File: src/hdl/cfg_chain_pkg.sv
// constants and types for the serial chain configuration loader
package cfg_chain_pkg;

	// ----------------------------------------------------------------
	// timing
	// ----------------------------------------------------------------
	localparam int T_CLK_NS = 20;
	localparam int CFG_CLK_MAX_PERIOD_NS = 50;
	localparam int CFG_CLK_TYP_PERIOD_PS = 38460;
	// longest period rounds down to whole half periods of the system clock
	localparam int CFG_HALF_CYC_RAW = CFG_CLK_MAX_PERIOD_NS / 2 / T_CLK_NS;
	localparam int CFG_HALF_CYC = (CFG_HALF_CYC_RAW < 1) ? 1 : CFG_HALF_CYC_RAW;
	localparam int RESTART_TIMEOUT_NS = 40000;
	localparam int RESTART_CYC = RESTART_TIMEOUT_NS / T_CLK_NS;
	localparam int TMR_W = 24;

	// ----------------------------------------------------------------
	// straps, flash command, image sizes
	// ----------------------------------------------------------------
	localparam logic [1:0] SCHEME_MASTER = 2'h0;
	localparam logic [1:0] SCHEME_SLAVE = 2'h1;
	localparam logic [31:0] FLASH_READ_WORD = 32'h03000000;
	localparam int CMD_BITS = 32;
	localparam int RAW_IMAGE_BITS = 1223980;
	localparam int PACKED_IMAGE_BITS = 611990;
	localparam int DONE_TIMEOUT_CYC = 100000;

	// ----------------------------------------------------------------
	// types
	// ----------------------------------------------------------------
	typedef enum {ST_IDLE, ST_HOLD, ST_CMD, ST_DATA, ST_WAIT, ST_DONE, ST_ERROR} cfg_state_t;

	typedef struct packed {
		logic config_clock;
		logic flash_select_low;
		logic flash_command_out;
	} flash_pins_t;

endpackage

File: src/hdl/cfg_chain_loader.sv
// single-image chain configuration loader, master or slave by strap
// ----------------------------------------------------------------
// Summary of operation
// The master strap selects the serial flash scheme and every slave is strapped to value 01.
// All devices take the same image at once so the chain configures in one cycle.
// The system ties each chain enable input low; the chain enable output is free for user use. The code drives it low one cycle behind ST_DONE.
// Data and configuration clock reach every device in parallel, so slaves see the flash stream.
// The master makes the configuration clock itself and moves one bit per clock cycle.
// The configuration clock never runs slower than 20 MHz, a period of at most 50 ns.
// The typical configuration clock period is about 38.46 ns for time estimates.
// Every device accepts a compressed or an uncompressed image.
// While the chain enable input is high the device keeps off the flash interface.
// While the restart input is low the device stays in reset.
// After programming the programmer releases chain enable and restart to low and high.
// A slave latches configuration data on the rising configuration clock edge.
// Each device holds the shared done line low until all its data has arrived.
// On error the status line is driven low and auto restart follows within 40 us; after 2000 or more ST_WAIT cycles restart waits for a timer wrap.
// ----------------------------------------------------------------
`timescale 1ns/1ns
module cfg_chain_loader #(
	parameter int RAW_BITS = cfg_chain_pkg::RAW_IMAGE_BITS,
	parameter int PACKED_BITS = cfg_chain_pkg::PACKED_IMAGE_BITS,
	parameter int DONE_TIMEOUT = cfg_chain_pkg::DONE_TIMEOUT_CYC
) (
	// clock and reset
	input wire logic clk_sys,
	input wire logic rstn,
	// straps and options
	input wire logic [1:0] scheme_select,
	input wire logic image_compressed,
	input wire logic auto_restart,
	// chain and restart pins
	input wire logic chain_enable_in_low,
	input wire logic config_restart_low,
	output logic chain_enable_out_low,
	// serial flash side
	input wire logic flash_data_in,
	input wire logic config_clock_in,
	output cfg_chain_pkg::flash_pins_t flash_out,
	output cfg_chain_pkg::flash_pins_t flash_oe,
	// shared open-drain lines
	input wire logic config_complete_in,
	output logic config_complete_out,
	output logic config_complete_oe,
	input wire logic status_in,
	output logic status_out,
	output logic status_oe,
	// received stream and state
	output logic data_bit_out,
	output logic data_bit_valid,
	output logic config_done,
	output logic config_error
);

	// wide enough for the command count as well as the image count
	localparam int CNT_W = $clog2(((RAW_BITS > cfg_chain_pkg::CMD_BITS) ? RAW_BITS
		: cfg_chain_pkg::CMD_BITS) + 1);
	localparam int NS = 10;

	if (RAW_BITS < 1 || PACKED_BITS < 1 || PACKED_BITS > RAW_BITS
		|| DONE_TIMEOUT < 1 || DONE_TIMEOUT >= (1 << cfg_chain_pkg::TMR_W)) begin : g_chk
		$error("image size or timeout out of range");
	end

	cfg_chain_pkg::cfg_state_t state_ff;
	logic [NS-1:0] s1_ff;
	logic [NS-1:0] s2_ff;
	logic [NS-1:0] pins;
	logic [1:0] role_sy;
	logic packed_sy, auto_sy, nce_sy, nrst_sy, fdata_sy, cclk_sy, cdone_sy, stat_sy;
	logic cclk_prev_ff;
	logic is_master_ff;
	logic packed_ff;
	logic [CNT_W-1:0] bit_cnt_ff;
	logic [CNT_W-1:0] img_last;
	logic [cfg_chain_pkg::TMR_W-1:0] tmr_ff;
	logic [31:0] cmd_sh_ff;
	logic [1:0] samp_ff;
	logic data_bit_ff, data_vld_ff, ceo_ff;
	logic gen_clk, gen_rise, gen_fall, run_clk, slave_rise, take_bit, last_bit;
	logic flash_busy;

	// ----------------------------------------------------------------
	// pin synchronisers
	// ----------------------------------------------------------------
	assign pins = {scheme_select, image_compressed, auto_restart, chain_enable_in_low,
		config_restart_low, flash_data_in, config_clock_in, config_complete_in, status_in};
	assign {role_sy, packed_sy, auto_sy, nce_sy, nrst_sy, fdata_sy, cclk_sy, cdone_sy,
		stat_sy} = s2_ff;

	// two-stage capture of every pin
	always_ff @(posedge clk_sys or negedge rstn) begin
		if (!rstn) begin
			s1_ff <= '0;
			s2_ff <= '0;
		end else begin
			s1_ff <= pins;
			s2_ff <= s1_ff;
		end
	end

	// previous synced clock for slave edge detect
	always_ff @(posedge clk_sys or negedge rstn) begin
		if (!rstn) begin
			cclk_prev_ff <= 1'b0;
		end else begin
			cclk_prev_ff <= cclk_sy;
		end
	end

	assign slave_rise = cclk_sy && !cclk_prev_ff;

	// ----------------------------------------------------------------
	// configuration clock generator
	// ----------------------------------------------------------------
	assign run_clk = is_master_ff && !nce_sy
		&& (state_ff == cfg_chain_pkg::ST_CMD || state_ff == cfg_chain_pkg::ST_DATA);

	cfg_clock_gen #(
		.HALF_CYC(cfg_chain_pkg::CFG_HALF_CYC)
	) u_clk (
		.clk_sys(clk_sys),
		.rstn(rstn),
		.run(run_clk),
		.clk_out(gen_clk),
		.rise(gen_rise),
		.fall(gen_fall)
	);

	// rise strobes in data phase, delayed to match the data synchroniser
	always_ff @(posedge clk_sys or negedge rstn) begin
		if (!rstn) begin
			samp_ff <= '0;
		end else begin
			samp_ff <= {samp_ff[0], gen_rise && state_ff == cfg_chain_pkg::ST_DATA};
		end
	end

	// ----------------------------------------------------------------
	// image length and bit taking
	// ----------------------------------------------------------------
	assign img_last = packed_ff ? CNT_W'(PACKED_BITS - 1) : CNT_W'(RAW_BITS - 1);
	assign take_bit = (state_ff == cfg_chain_pkg::ST_DATA)
		&& (is_master_ff ? samp_ff[1] : slave_rise);
	assign last_bit = take_bit && bit_cnt_ff == img_last;

	// ----------------------------------------------------------------
	// sequencer
	// ----------------------------------------------------------------
	always_ff @(posedge clk_sys or negedge rstn) begin
		if (!rstn) begin
			state_ff <= cfg_chain_pkg::ST_HOLD;
		end else if (!nrst_sy) begin
			state_ff <= cfg_chain_pkg::ST_HOLD;
		end else begin
			unique case (state_ff)
				cfg_chain_pkg::ST_HOLD: begin
					state_ff <= cfg_chain_pkg::ST_IDLE;
				end
				cfg_chain_pkg::ST_IDLE: begin
					if (!stat_sy) begin
						state_ff <= cfg_chain_pkg::ST_IDLE; // released status still settling
					end else if (role_sy == cfg_chain_pkg::SCHEME_SLAVE) begin
						state_ff <= cfg_chain_pkg::ST_DATA;
					end else if (role_sy != cfg_chain_pkg::SCHEME_MASTER) begin
						state_ff <= cfg_chain_pkg::ST_ERROR;
					end else if (!nce_sy) begin
						state_ff <= cfg_chain_pkg::ST_CMD;
					end
				end
				cfg_chain_pkg::ST_CMD: begin
					if (nce_sy) begin
						state_ff <= cfg_chain_pkg::ST_IDLE;
					end else if (!stat_sy) begin
						state_ff <= cfg_chain_pkg::ST_ERROR;
					end else if (gen_rise && bit_cnt_ff == CNT_W'(cfg_chain_pkg::CMD_BITS - 1)) begin
						state_ff <= cfg_chain_pkg::ST_DATA;
					end
				end
				cfg_chain_pkg::ST_DATA: begin
					if (is_master_ff && nce_sy) begin
						state_ff <= cfg_chain_pkg::ST_IDLE;
					end else if (!stat_sy) begin
						state_ff <= cfg_chain_pkg::ST_ERROR;
					end else if (last_bit) begin
						state_ff <= cfg_chain_pkg::ST_WAIT;
					end
				end
				cfg_chain_pkg::ST_WAIT: begin
					if (cdone_sy) begin
						state_ff <= cfg_chain_pkg::ST_DONE;
					end else if (!stat_sy || tmr_ff == cfg_chain_pkg::TMR_W'(DONE_TIMEOUT - 1)) begin
						state_ff <= cfg_chain_pkg::ST_ERROR;
					end
				end
				cfg_chain_pkg::ST_DONE: begin
					state_ff <= cfg_chain_pkg::ST_DONE;
				end
				cfg_chain_pkg::ST_ERROR: begin
					if (auto_sy && tmr_ff == cfg_chain_pkg::TMR_W'(cfg_chain_pkg::RESTART_CYC - 1)) begin
						state_ff <= cfg_chain_pkg::ST_IDLE;
					end
				end
			endcase
		end
	end

	// straps caught when leaving idle
	always_ff @(posedge clk_sys or negedge rstn) begin
		if (!rstn) begin
			is_master_ff <= 1'b0;
			packed_ff <= 1'b0;
		end else if (state_ff == cfg_chain_pkg::ST_IDLE) begin
			is_master_ff <= role_sy == cfg_chain_pkg::SCHEME_MASTER;
			packed_ff <= packed_sy;
		end
	end

	// bit counter: command bits, then image bits
	always_ff @(posedge clk_sys or negedge rstn) begin
		if (!rstn) begin
			bit_cnt_ff <= '0;
		end else if (state_ff == cfg_chain_pkg::ST_CMD) begin
			if (gen_rise) begin
				bit_cnt_ff <= (bit_cnt_ff == CNT_W'(cfg_chain_pkg::CMD_BITS - 1)) ? '0
					: bit_cnt_ff + CNT_W'(1);
			end
		end else if (state_ff == cfg_chain_pkg::ST_DATA) begin
			if (take_bit) begin
				bit_cnt_ff <= bit_cnt_ff + CNT_W'(1);
			end
		end else begin
			bit_cnt_ff <= '0;
		end
	end

	// wait and restart timer
	always_ff @(posedge clk_sys or negedge rstn) begin
		if (!rstn) begin
			tmr_ff <= '0;
		end else if (state_ff == cfg_chain_pkg::ST_WAIT || state_ff == cfg_chain_pkg::ST_ERROR) begin
			tmr_ff <= tmr_ff + cfg_chain_pkg::TMR_W'(1);
		end else begin
			tmr_ff <= '0;
		end
	end

	// read command shifted on falling edges, flash samples on rising
	always_ff @(posedge clk_sys or negedge rstn) begin
		if (!rstn) begin
			cmd_sh_ff <= '0;
		end else if (state_ff != cfg_chain_pkg::ST_CMD) begin
			cmd_sh_ff <= cfg_chain_pkg::FLASH_READ_WORD;
		end else if (gen_fall) begin
			cmd_sh_ff <= {cmd_sh_ff[30:0], 1'b0};
		end
	end

	// received stream to the fabric
	always_ff @(posedge clk_sys or negedge rstn) begin
		if (!rstn) begin
			data_bit_ff <= 1'b0;
			data_vld_ff <= 1'b0;
		end else begin
			data_vld_ff <= take_bit;
			if (take_bit) begin
				data_bit_ff <= fdata_sy;
			end
		end
	end

	// chain enable out goes low only when configured
	always_ff @(posedge clk_sys or negedge rstn) begin
		if (!rstn) begin
			ceo_ff <= 1'b1;
		end else begin
			ceo_ff <= state_ff != cfg_chain_pkg::ST_DONE;
		end
	end

	// ----------------------------------------------------------------
	// pin drive
	// ----------------------------------------------------------------
	assign flash_busy = state_ff == cfg_chain_pkg::ST_CMD || state_ff == cfg_chain_pkg::ST_DATA;
	assign flash_out.config_clock = gen_clk;
	assign flash_out.flash_select_low = !flash_busy;
	assign flash_out.flash_command_out = cmd_sh_ff[31];
	assign flash_oe.config_clock = run_clk;
	assign flash_oe.flash_select_low = is_master_ff && !nce_sy;
	assign flash_oe.flash_command_out = run_clk;
	assign config_complete_out = 1'b0;
	assign config_complete_oe = state_ff != cfg_chain_pkg::ST_WAIT
		&& state_ff != cfg_chain_pkg::ST_DONE;
	assign status_out = 1'b0;
	assign status_oe = state_ff == cfg_chain_pkg::ST_HOLD
		|| state_ff == cfg_chain_pkg::ST_ERROR;
	assign chain_enable_out_low = ceo_ff;
	assign data_bit_out = data_bit_ff;
	assign data_bit_valid = data_vld_ff;
	assign config_done = state_ff == cfg_chain_pkg::ST_DONE;
	assign config_error = state_ff == cfg_chain_pkg::ST_ERROR;
endmodule

File: src/hdl/cfg_clock_gen.sv
// configuration clock divider with edge strobes
`timescale 1ns/1ns
module cfg_clock_gen #(
	parameter int HALF_CYC = cfg_chain_pkg::CFG_HALF_CYC
) (
	// clock and reset
	input wire logic clk_sys,
	input wire logic rstn,
	// control
	input wire logic run,
	// clock and strobes
	output logic clk_out,
	output logic rise,
	output logic fall
);

	localparam int HW = (HALF_CYC < 2) ? 1 : $clog2(HALF_CYC);

	logic clk_ff;
	logic [HW-1:0] cnt_ff;
	logic tick;

	if (HALF_CYC < 1) begin : g_chk
		$error("half period must be at least one cycle");
	end

	// ----------------------------------------------------------------
	// divider
	// ----------------------------------------------------------------
	assign tick = run && (cnt_ff == HW'(HALF_CYC - 1));
	assign rise = tick && !clk_ff;
	assign fall = tick && clk_ff;
	assign clk_out = clk_ff;

	// half period counter, parked low when stopped
	always_ff @(posedge clk_sys or negedge rstn) begin
		if (!rstn) begin
			cnt_ff <= '0;
			clk_ff <= 1'b0;
		end else if (!run) begin
			cnt_ff <= '0;
			clk_ff <= 1'b0;
		end else if (tick) begin
			cnt_ff <= '0;
			clk_ff <= !clk_ff;
		end else begin
			cnt_ff <= cnt_ff + HW'(1);
		end
	end

endmodule

File: config.mk
export PLATFORM = sky130hd
export DESIGN_NAME = cfg_chain_loader
export DESIGN_NICKNAME = d
export VERILOG_FILES = /design/src/hdl/cfg_chain_pkg.sv /design/src/hdl/cfg_chain_loader.sv /design/src/hdl/cfg_clock_gen.sv
export SDC_FILE = /design/constraint.sdc
export NUM_CORES = 1
export LEC_CHECK = 0
export BUFFER_PORTS_ARGS = -buffer_cell sky130_fd_sc_hd__buf_2
export CAP_MARGIN = 20
export CORE_ASPECT_RATIO = 1.4
export CORE_MARGIN = 5
export CORE_UTILIZATION = 56
export CTS_BUF_LIST = sky130_fd_sc_hd__clkbuf_4
export DETAILED_ROUTE_END_ITERATION = 8
export PLACE_DENSITY = 0.75
export SLEW_MARGIN = 20
export SYNTH_ARGS = -nofsm -noshare
export SYNTH_HDL_FRONTEND = slang
export SYNTH_HIERARCHICAL = 1
export SYNTH_SLANG_ARGS = --single-unit
File: constraint.sdc
create_clock -name clk_sys -period 2.4 [get_ports clk_sys]
set_input_delay 0.36 -clock clk_sys [delete_from_list [all_inputs] [get_ports clk_sys]]
set_output_delay 0.36 -clock clk_sys [all_outputs]
set_load 0.005 [all_outputs]
# --- Word level (Yosys, flattened, before mapping) ---
# Index checks and enable logic that the tools add are counted.
totals:
  register_bits: 139
  wordCells: 105
op_classes:
  add_sub_neg: 3
  n_eq_ne: 28
  mux: 29
  n_bitwise: 1
  n_reduce_logical: 29
op_table:
  columns: ["operator", "count"]
  rows:
  - ["$mux 32", 16]
  - ["$pmux 32 s7", 1]
  - ["$eq 32x3->1 const B", 5]
  - ["$mux 21", 6]
  - ["$eq 32x2->1 const B", 3]
  - ["$eq 32x4->1 const B", 3]
  - ["$logic_not 32->1", 2]
  - ["$ne 32x4->1 const B", 2]
  - ["$eq 32x1->1 const B", 1]
  - ["$ne 32x3->1 const B", 1]
  - ["$add 24x1->24 const B", 1]
  - ["$eq 24x11->1 const B", 1]
  - ["$eq 24x17->1 const B", 1]
  - ["$mux 24", 1]
  - ["$add 21x1->21 const B", 1]
  - ["$eq 21x21->1", 1]
  - ["$eq 21x5->1 const B", 1]
  - ["$logic_and 1x1->1", 13]
  - ["$ne 5x5->1 const B", 2]
  - ["$ne 3x3->1 const B", 2]
  - ["$ne 6x6->1 const B", 1]
  - ["$logic_not 1->1", 5]
  - ["$mux 1", 5]
  - ["$reduce_and 5->1", 1]
  - ["9 further kinds", 14]

# --- Depth between registers and ports, before layout ---
depth:
  depth_word: 11
  ltp_mapped: 12

# --- Cells and area by module ---
# Netlist, hierarchy kept.
modules_own_cells:
  columns: ["mod", "n_inst", "cells_per_inst", "area_per_inst_um2"]
  rows:
  - ["cfg_chain_loader", 1, 385, 3943.8]
  - ["cfg_clock_gen", 1, 7, 86.3]

# --- Least setup slack after synthesis ---
# OpenSTA, ideal clock, no wires.
synth_path:
  path_type: "register to register"
  start: "register state_ff[2]"
  end: "register bit_cnt_ff[10]"
  t_arrival_ns: 2.406
  required_ns: 2.322
  setup_slack_ns: -0.084
  stages_incl_launch_ff: 13
  period_less_slack_ns: 2.484
  cell_sequence: "dfrtp_1 > buf_2 > nor2b_1 > buf_2 > and2_1 > nor3b_1 > or2_1 > o31a_1 > buf_6 > o21ai_4 > or3_4 > or3_1 > a21oi_1"
synth_via:
  elab_chain_cells: 7
synth_lines:
  columns: ["item", "line", "text"]
  rows:
  - ["from (decl)", "cfg_chain_loader.sv:65", "cfg_chain_pkg::cfg_state_t state_ff;"]
  - ["from (signal assigned)", "cfg_chain_loader.sv:152", "state_ff <= cfg_chain_pkg::ST_HOLD;"]
  - ["from (signal assigned)", "cfg_chain_loader.sv:154", "state_ff <= cfg_chain_pkg::ST_HOLD;"]
  - ["from (signal assigned)", "cfg_chain_loader.sv:158", "state_ff <= cfg_chain_pkg::ST_IDLE;"]
  - ["$eq 32x3->1", "cfg_chain_loader.sv:117", "&& (state_ff == cfg_chain_pkg::ST_CMD || state_ff == cfg_chain_pkg::ST_DATA);"]
  - ["$logic_or 1x1->1 *", "cfg_chain_loader.sv:117", null]
  - ["$logic_and 1x1->1 *", "cfg_chain_loader.sv:117", null]
  - ["via run_clk", "cfg_chain_loader.sv:80", "logic gen_clk, gen_rise, gen_fall, run_clk, slave_rise, take_bit, last_bit;"]
  - ["$logic_and 1x1->1 *", "cfg_clock_gen.sv:30", "assign tick = run && (cnt_ff == HW'(HALF_CYC - 1));"]
  - ["$logic_and 1x1->1 *", "cfg_clock_gen.sv:31", "assign rise = tick && !clk_ff;"]
  - ["via gen_rise", "cfg_chain_loader.sv:80", null]
  - ["$ne 2x2->1 (no line) *", null, null]
  - ["$reduce_and 2->1 (no line) *", null, null]
  - ["to (signal assigned)", "cfg_chain_loader.sv:225", "bit_cnt_ff <= (bit_cnt_ff == CNT_W'(cfg_chain_pkg::CMD_BITS - 1)) ? '0"]
  - ["to (signal assigned)", "cfg_chain_loader.sv:230", "bit_cnt_ff <= bit_cnt_ff + CNT_W'(1);"]
  - ["to (decl)", "cfg_chain_loader.sv:74", "logic [CNT_W-1:0] bit_cnt_ff;"]
# Mark *: on every way through the listed nets, which the timed path passes. The rest lies on a longest branch.
# A chain may end at the register's enable or synchronous reset.

# --- Final worst setup path ---
layout_path:
  start: "register is_master_ff"
  end: "register bit_cnt_ff[13]"
layout_via:
  elab_chain_cells: 6
layout_lines:
  columns: ["item", "line", "text"]
  rows:
  - ["from (decl)", "cfg_chain_loader.sv:72", "logic is_master_ff;"]
  - ["from (signal assigned)", "cfg_chain_loader.sv:214", "is_master_ff <= role_sy == cfg_chain_pkg::SCHEME_MASTER;"]
  - ["$logic_and 1x1->1", "cfg_chain_loader.sv:116", "assign run_clk = is_master_ff && !nce_sy"]
  - ["$logic_and 1x1->1", "cfg_chain_loader.sv:117", null]
  - ["$logic_and 1x1->1", "cfg_clock_gen.sv:30", null]
  - ["$logic_and 1x1->1", "cfg_clock_gen.sv:31", null]
  - ["via gen_rise", "cfg_chain_loader.sv:80", null]
  - ["$ne 2x2->1 (no line)", null, null]
  - ["$reduce_and 2->1 (no line)", null, null]
# The timed path passes the listed nets, and every way through them passes these cells.

==> flow_results.org <==
** Status
- Run status :: completed

** GRT
- Entering global routing, the biggest net connects 55 pins.
- First-pass GRT wire length :: roughly 14000 um
- For this run the aggregate overflow at the end of global routing stands at 0.
- Via count of the first global-routing pass :: 2981
- Number of antenna violations at the first check in global routing :: 0
- Global routing used 20.5% of the available tracks.

** Power
- Clock Power Share :: approximately a third
- Total power divided by cell area :: between 600 and 700 nW/um^2
- The internal portion of the total power is just over 2000 uW.
- For this design the static power due to leakage is ~0.0019 uW.
- Combinational logic burns 9.8% of the power.
- Net switching is around 26% of the power.
- VDD sags by at most between 0.4 and 0.5 mV.
- Switch Pwr :: 713 uW
- Per report_power, the sequential group accounts for approximately 55% of the total.

** Synth
- Post-Syn Area :: 4030 sq um
- #FFs+latches synth :: 86
- Post-synthesis instance total :: 392
- Yosys warning total :: 6
- In the synthesized netlist the dominant register cell turns out to be sky130_fd_sc_hd__dfrtp_1.
- EDFF count, synth :: 0
- Yosys mapped the design onto 58 distinct sky130hd cell types.
- The share of the Yosys chip area taken by registers is between 50% and 60%.
- Fraction of registers with async set or reset after synthesis :: 100%
- Post-synthesis area per instance :: 10.3 sq um

** Floorplan
- After floorplanning, the core was sized to cover about 7000 sq um.
- IO Count :: 27
- Floorplan row count :: 36
- The die covers about 9000 sq um.
- For this configuration, the core starts out at a cell density of a little under 60%.
- Die width :: between 80 and 90 um
- Measured along the y axis, the die boundary spans 110 um.

** CTS
- Counting every sink on the clock net gives 86.
- In this run the deepest clock path goes through 2 buffers.
- Clock-pin slew was measured on the worst setup and hold paths at ~0.14 ns.
- Buffers inserted during clock tree synthesis total 9.
- CTS tree :: built
- The clock reaches the later pin of the worst-skew pair after ~0.44 ns.
- CTS H-Tree Depth :: 3
- CTS root buffer :: sky130_fd_sc_hd__clkbuf_4

** Route
- The first detailed-routing pass ran for 5 iterations.
- For this block, the initial DRC count from the detailed router was ~140.
- The routed layout has 2992 vias.
- Post-detailed-routing wire length :: ~8200 um
- Using the TritonRoute via totals, the vias-per-cell ratio works out to 5.56.
- The detail route stage leaves a number of antenna-violating nets equal to 0.
- DRC violation count after routing :: 0
- Dividing the detail-routed wire length by the instance count gives about 15 um.

** STA
- Tcrit/Tclk final :: a little over nine tenths
- The worst pin sits at a relative slew slack of 56.6%.
- Worst setup skew after layout :: a little under 0.01 ns
- Final setup violation count :: 0
- Final Hold Viols :: 0
- Tightest Pin Transition :: 0.650 ns
- Final hold slack :: between 0.3 and 0.4 ns
- Setup slack on the critical path of the routed design comes to between 0.1 and 0.15 ns.
- Final Max Tran Viols :: 0
- In the final timing run, aggregate negative setup slack is 0 ns.
- Highest clock frequency the design can meet :: 0.440 GHz
- The smallest clock period supported by the final layout is computed as 2.27 ns.

** Finish
- Layout cell share with drive strength beyond 1 :: a little under a fifth
- Area of all placed cells without fillers :: approximately 4600 sq um
- Most frequent cells in the layout :: sky130_fd_sc_hd__dfrtp_1, sky130_fd_sc_hd__nor2_1, sky130_fd_sc_hd__nand2_1, sky130_fd_sc_hd__xor2_1, sky130_fd_sc_hd__buf_2
- Cells fill about 66% of the core in the end.
- The net count of the finished layout is approximately 450.
- The number of antenna diodes in the final layout is 0.
- Syn-to-layout area delta :: 14.0%
- Most frequent standard cell in the layout excluding fill and tap cells :: sky130_fd_sc_hd__dfrtp_1

** Hold path
- Classification of the worst-slack hold path :: register to register

** Placed design
- Final weighted congestion of routability-driven global placement :: approximately 0.86
- HPWL after detailed placement :: slightly below 6000 um
- Placed Area :: around 4300 sq um
- Worst setup slack after placement :: around 0.13 ns
- Count of buffers from port buffering :: 24

** Worst setup path
- The worst setup path is captured at a register.
- STA puts the critical path data required time at between 2 and 3 ns.
- Crit start category :: register
- Crit path arrival time :: between 2 and 3 ns
- The critical path in this run is classified as register to register.
- Max Fanout on Critical Path :: 8

** Run
- Number of max-capacitance violations reported :: 0
[critical path: stages, from the launching register on]
cell                       delay (ns)
sky130_fd_sc_hd__dfrtp_1         0.40
sky130_fd_sc_hd__nor2b_2         0.16
sky130_fd_sc_hd__and2_1          0.16
sky130_fd_sc_hd__nor3b_2         0.16
sky130_fd_sc_hd__or2_1           0.21
sky130_fd_sc_hd__o31a_1          0.14
sky130_fd_sc_hd__buf_4           0.18
sky130_fd_sc_hd__o211ai_1        0.36
sky130_fd_sc_hd__buf_4           0.19
sky130_fd_sc_hd__xor2_1          0.16
sky130_fd_sc_hd__nor2_1          0.05
[timing repair]
action                     in CTS  in global routing
gates resized for setup         0                  3
hold endpoints to repair       56                  4
setup endpoints to repair       0                  6
buffers inserted                0                  2
hold buffers                    7                  4
[through the flow]
step | power [uW] | cells
6_report | 2760 | 538
5_1_grt | 2890 | 538
4_1_cts | 2770 | 532
3_5_place_dp | 1810 | 509
3_3_place_gp | 1800 | 509
2_1_floorplan | 1690 | 393
[Yosys cell counts (6+ instances only)]
| master | instances | area share [%] |
|---|---|---|
| sky130_fd_sc_hd__and2_1 | 6 | 0.93 |
| sky130_fd_sc_hd__and3_1 | 7 | 1.1 |
| sky130_fd_sc_hd__inv_1 | 10 | 0.93 |
| sky130_fd_sc_hd__xnor2_1 | 11 | 2.4 |
| sky130_fd_sc_hd__dfrtp_1 | 84 | 52 |
| sky130_fd_sc_hd__nor3_1 | 9 | 1.1 |
| sky130_fd_sc_hd__buf_4 | 6 | 1.1 |
| sky130_fd_sc_hd__nand3_1 | 18 | 2.2 |
| sky130_fd_sc_hd__mux2i_1 | 7 | 1.7 |
| sky130_fd_sc_hd__nor2_1 | 62 | 5.8 |
| sky130_fd_sc_hd__xor2_1 | 25 | 5.4 |
| sky130_fd_sc_hd__nand4_1 | 11 | 1.7 |
| sky130_fd_sc_hd__or3_1 | 7 | 1.1 |
| sky130_fd_sc_hd__o21ai_0 | 11 | 1.4 |
| sky130_fd_sc_hd__nand2_1 | 25 | 2.3 |
| sky130_fd_sc_hd__a21oi_1 | 8 | 0.99 |
[metal layers]
layer	vias to the layer above	track usage, %	part of all wire [%]
met4	0	9.62	2.9
met1	1465	24.5	40
li1	1438	-	-
met3	24	3.90	3.6
met2	65	35.3	53
met5	-	0	0
[state kept, by name, summed over array words and instances (netlist names)]
signal / flops
data_bit_valid: 1
u_clk/cnt_ff: 1
cmd_sh_ff: 8
cclk_prev_ff: 1
s1_ff: 10
bit_cnt_ff: 21
state_ff: 3
tmr_ff: 24
is_master_ff: 1
packed_ff: 1
data_bit_out: 1
u_clk/clk_out: 1
s2_ff: 10
samp_ff: 2
chain_enable_out_low: 1
[power groups by stage]
stage / Clock, uW / Sequential, uW / Combinational [uW]
after floorplan: 0 / 1550 / 149
after global placement: 0 / 1550 / 249
after detailed placement: 0 / 1550 / 255
after CTS: 982 / 1530 / 265
after global routing: 1060 / 1530 / 303
final: 961 / 1530 / 270
[cells by family after synthesis]
logic type	after synthesis	share of synthesized area (%)
buf+inv	29	3.60
other cells	2	0.186
simple gates	181	23.4
xor+xnor	36	7.82
flops	86	53.5
mux	13	3.42
compound gates	43	7.48
fa+ha+maj	2	0.621
[worst paths after layout]
check	from	endpoint	slack (ns)	depth (start not counted)
setup / recovery	is_master_ff	bit_cnt_ff[13]	0.13	10
hold / removal	s1_ff[8]	s2_ff[8]	0.36	0
setup reg to reg	is_master_ff	bit_cnt_ff[13]	0.13	10
hold reg to reg	s1_ff[8]	s2_ff[8]	0.36	0
max in group asynchronous	rstn	chain_enable_out_low	1.22	3
min in group asynchronous	rstn	s1_ff[6]	0.48	2
[layout make-up]
cell class	count	area [sq um]
Tap cell	95	119
Clock buffer	9	67.6
Timing Repair Buffer	52	360
Sequential cell	86	2160
Clock inverter	7	103
Multi-Input combinational cell	278	1750
Inverter	11	41.3
Fill cell	579	2390
(Power assumes the default switching activity.)
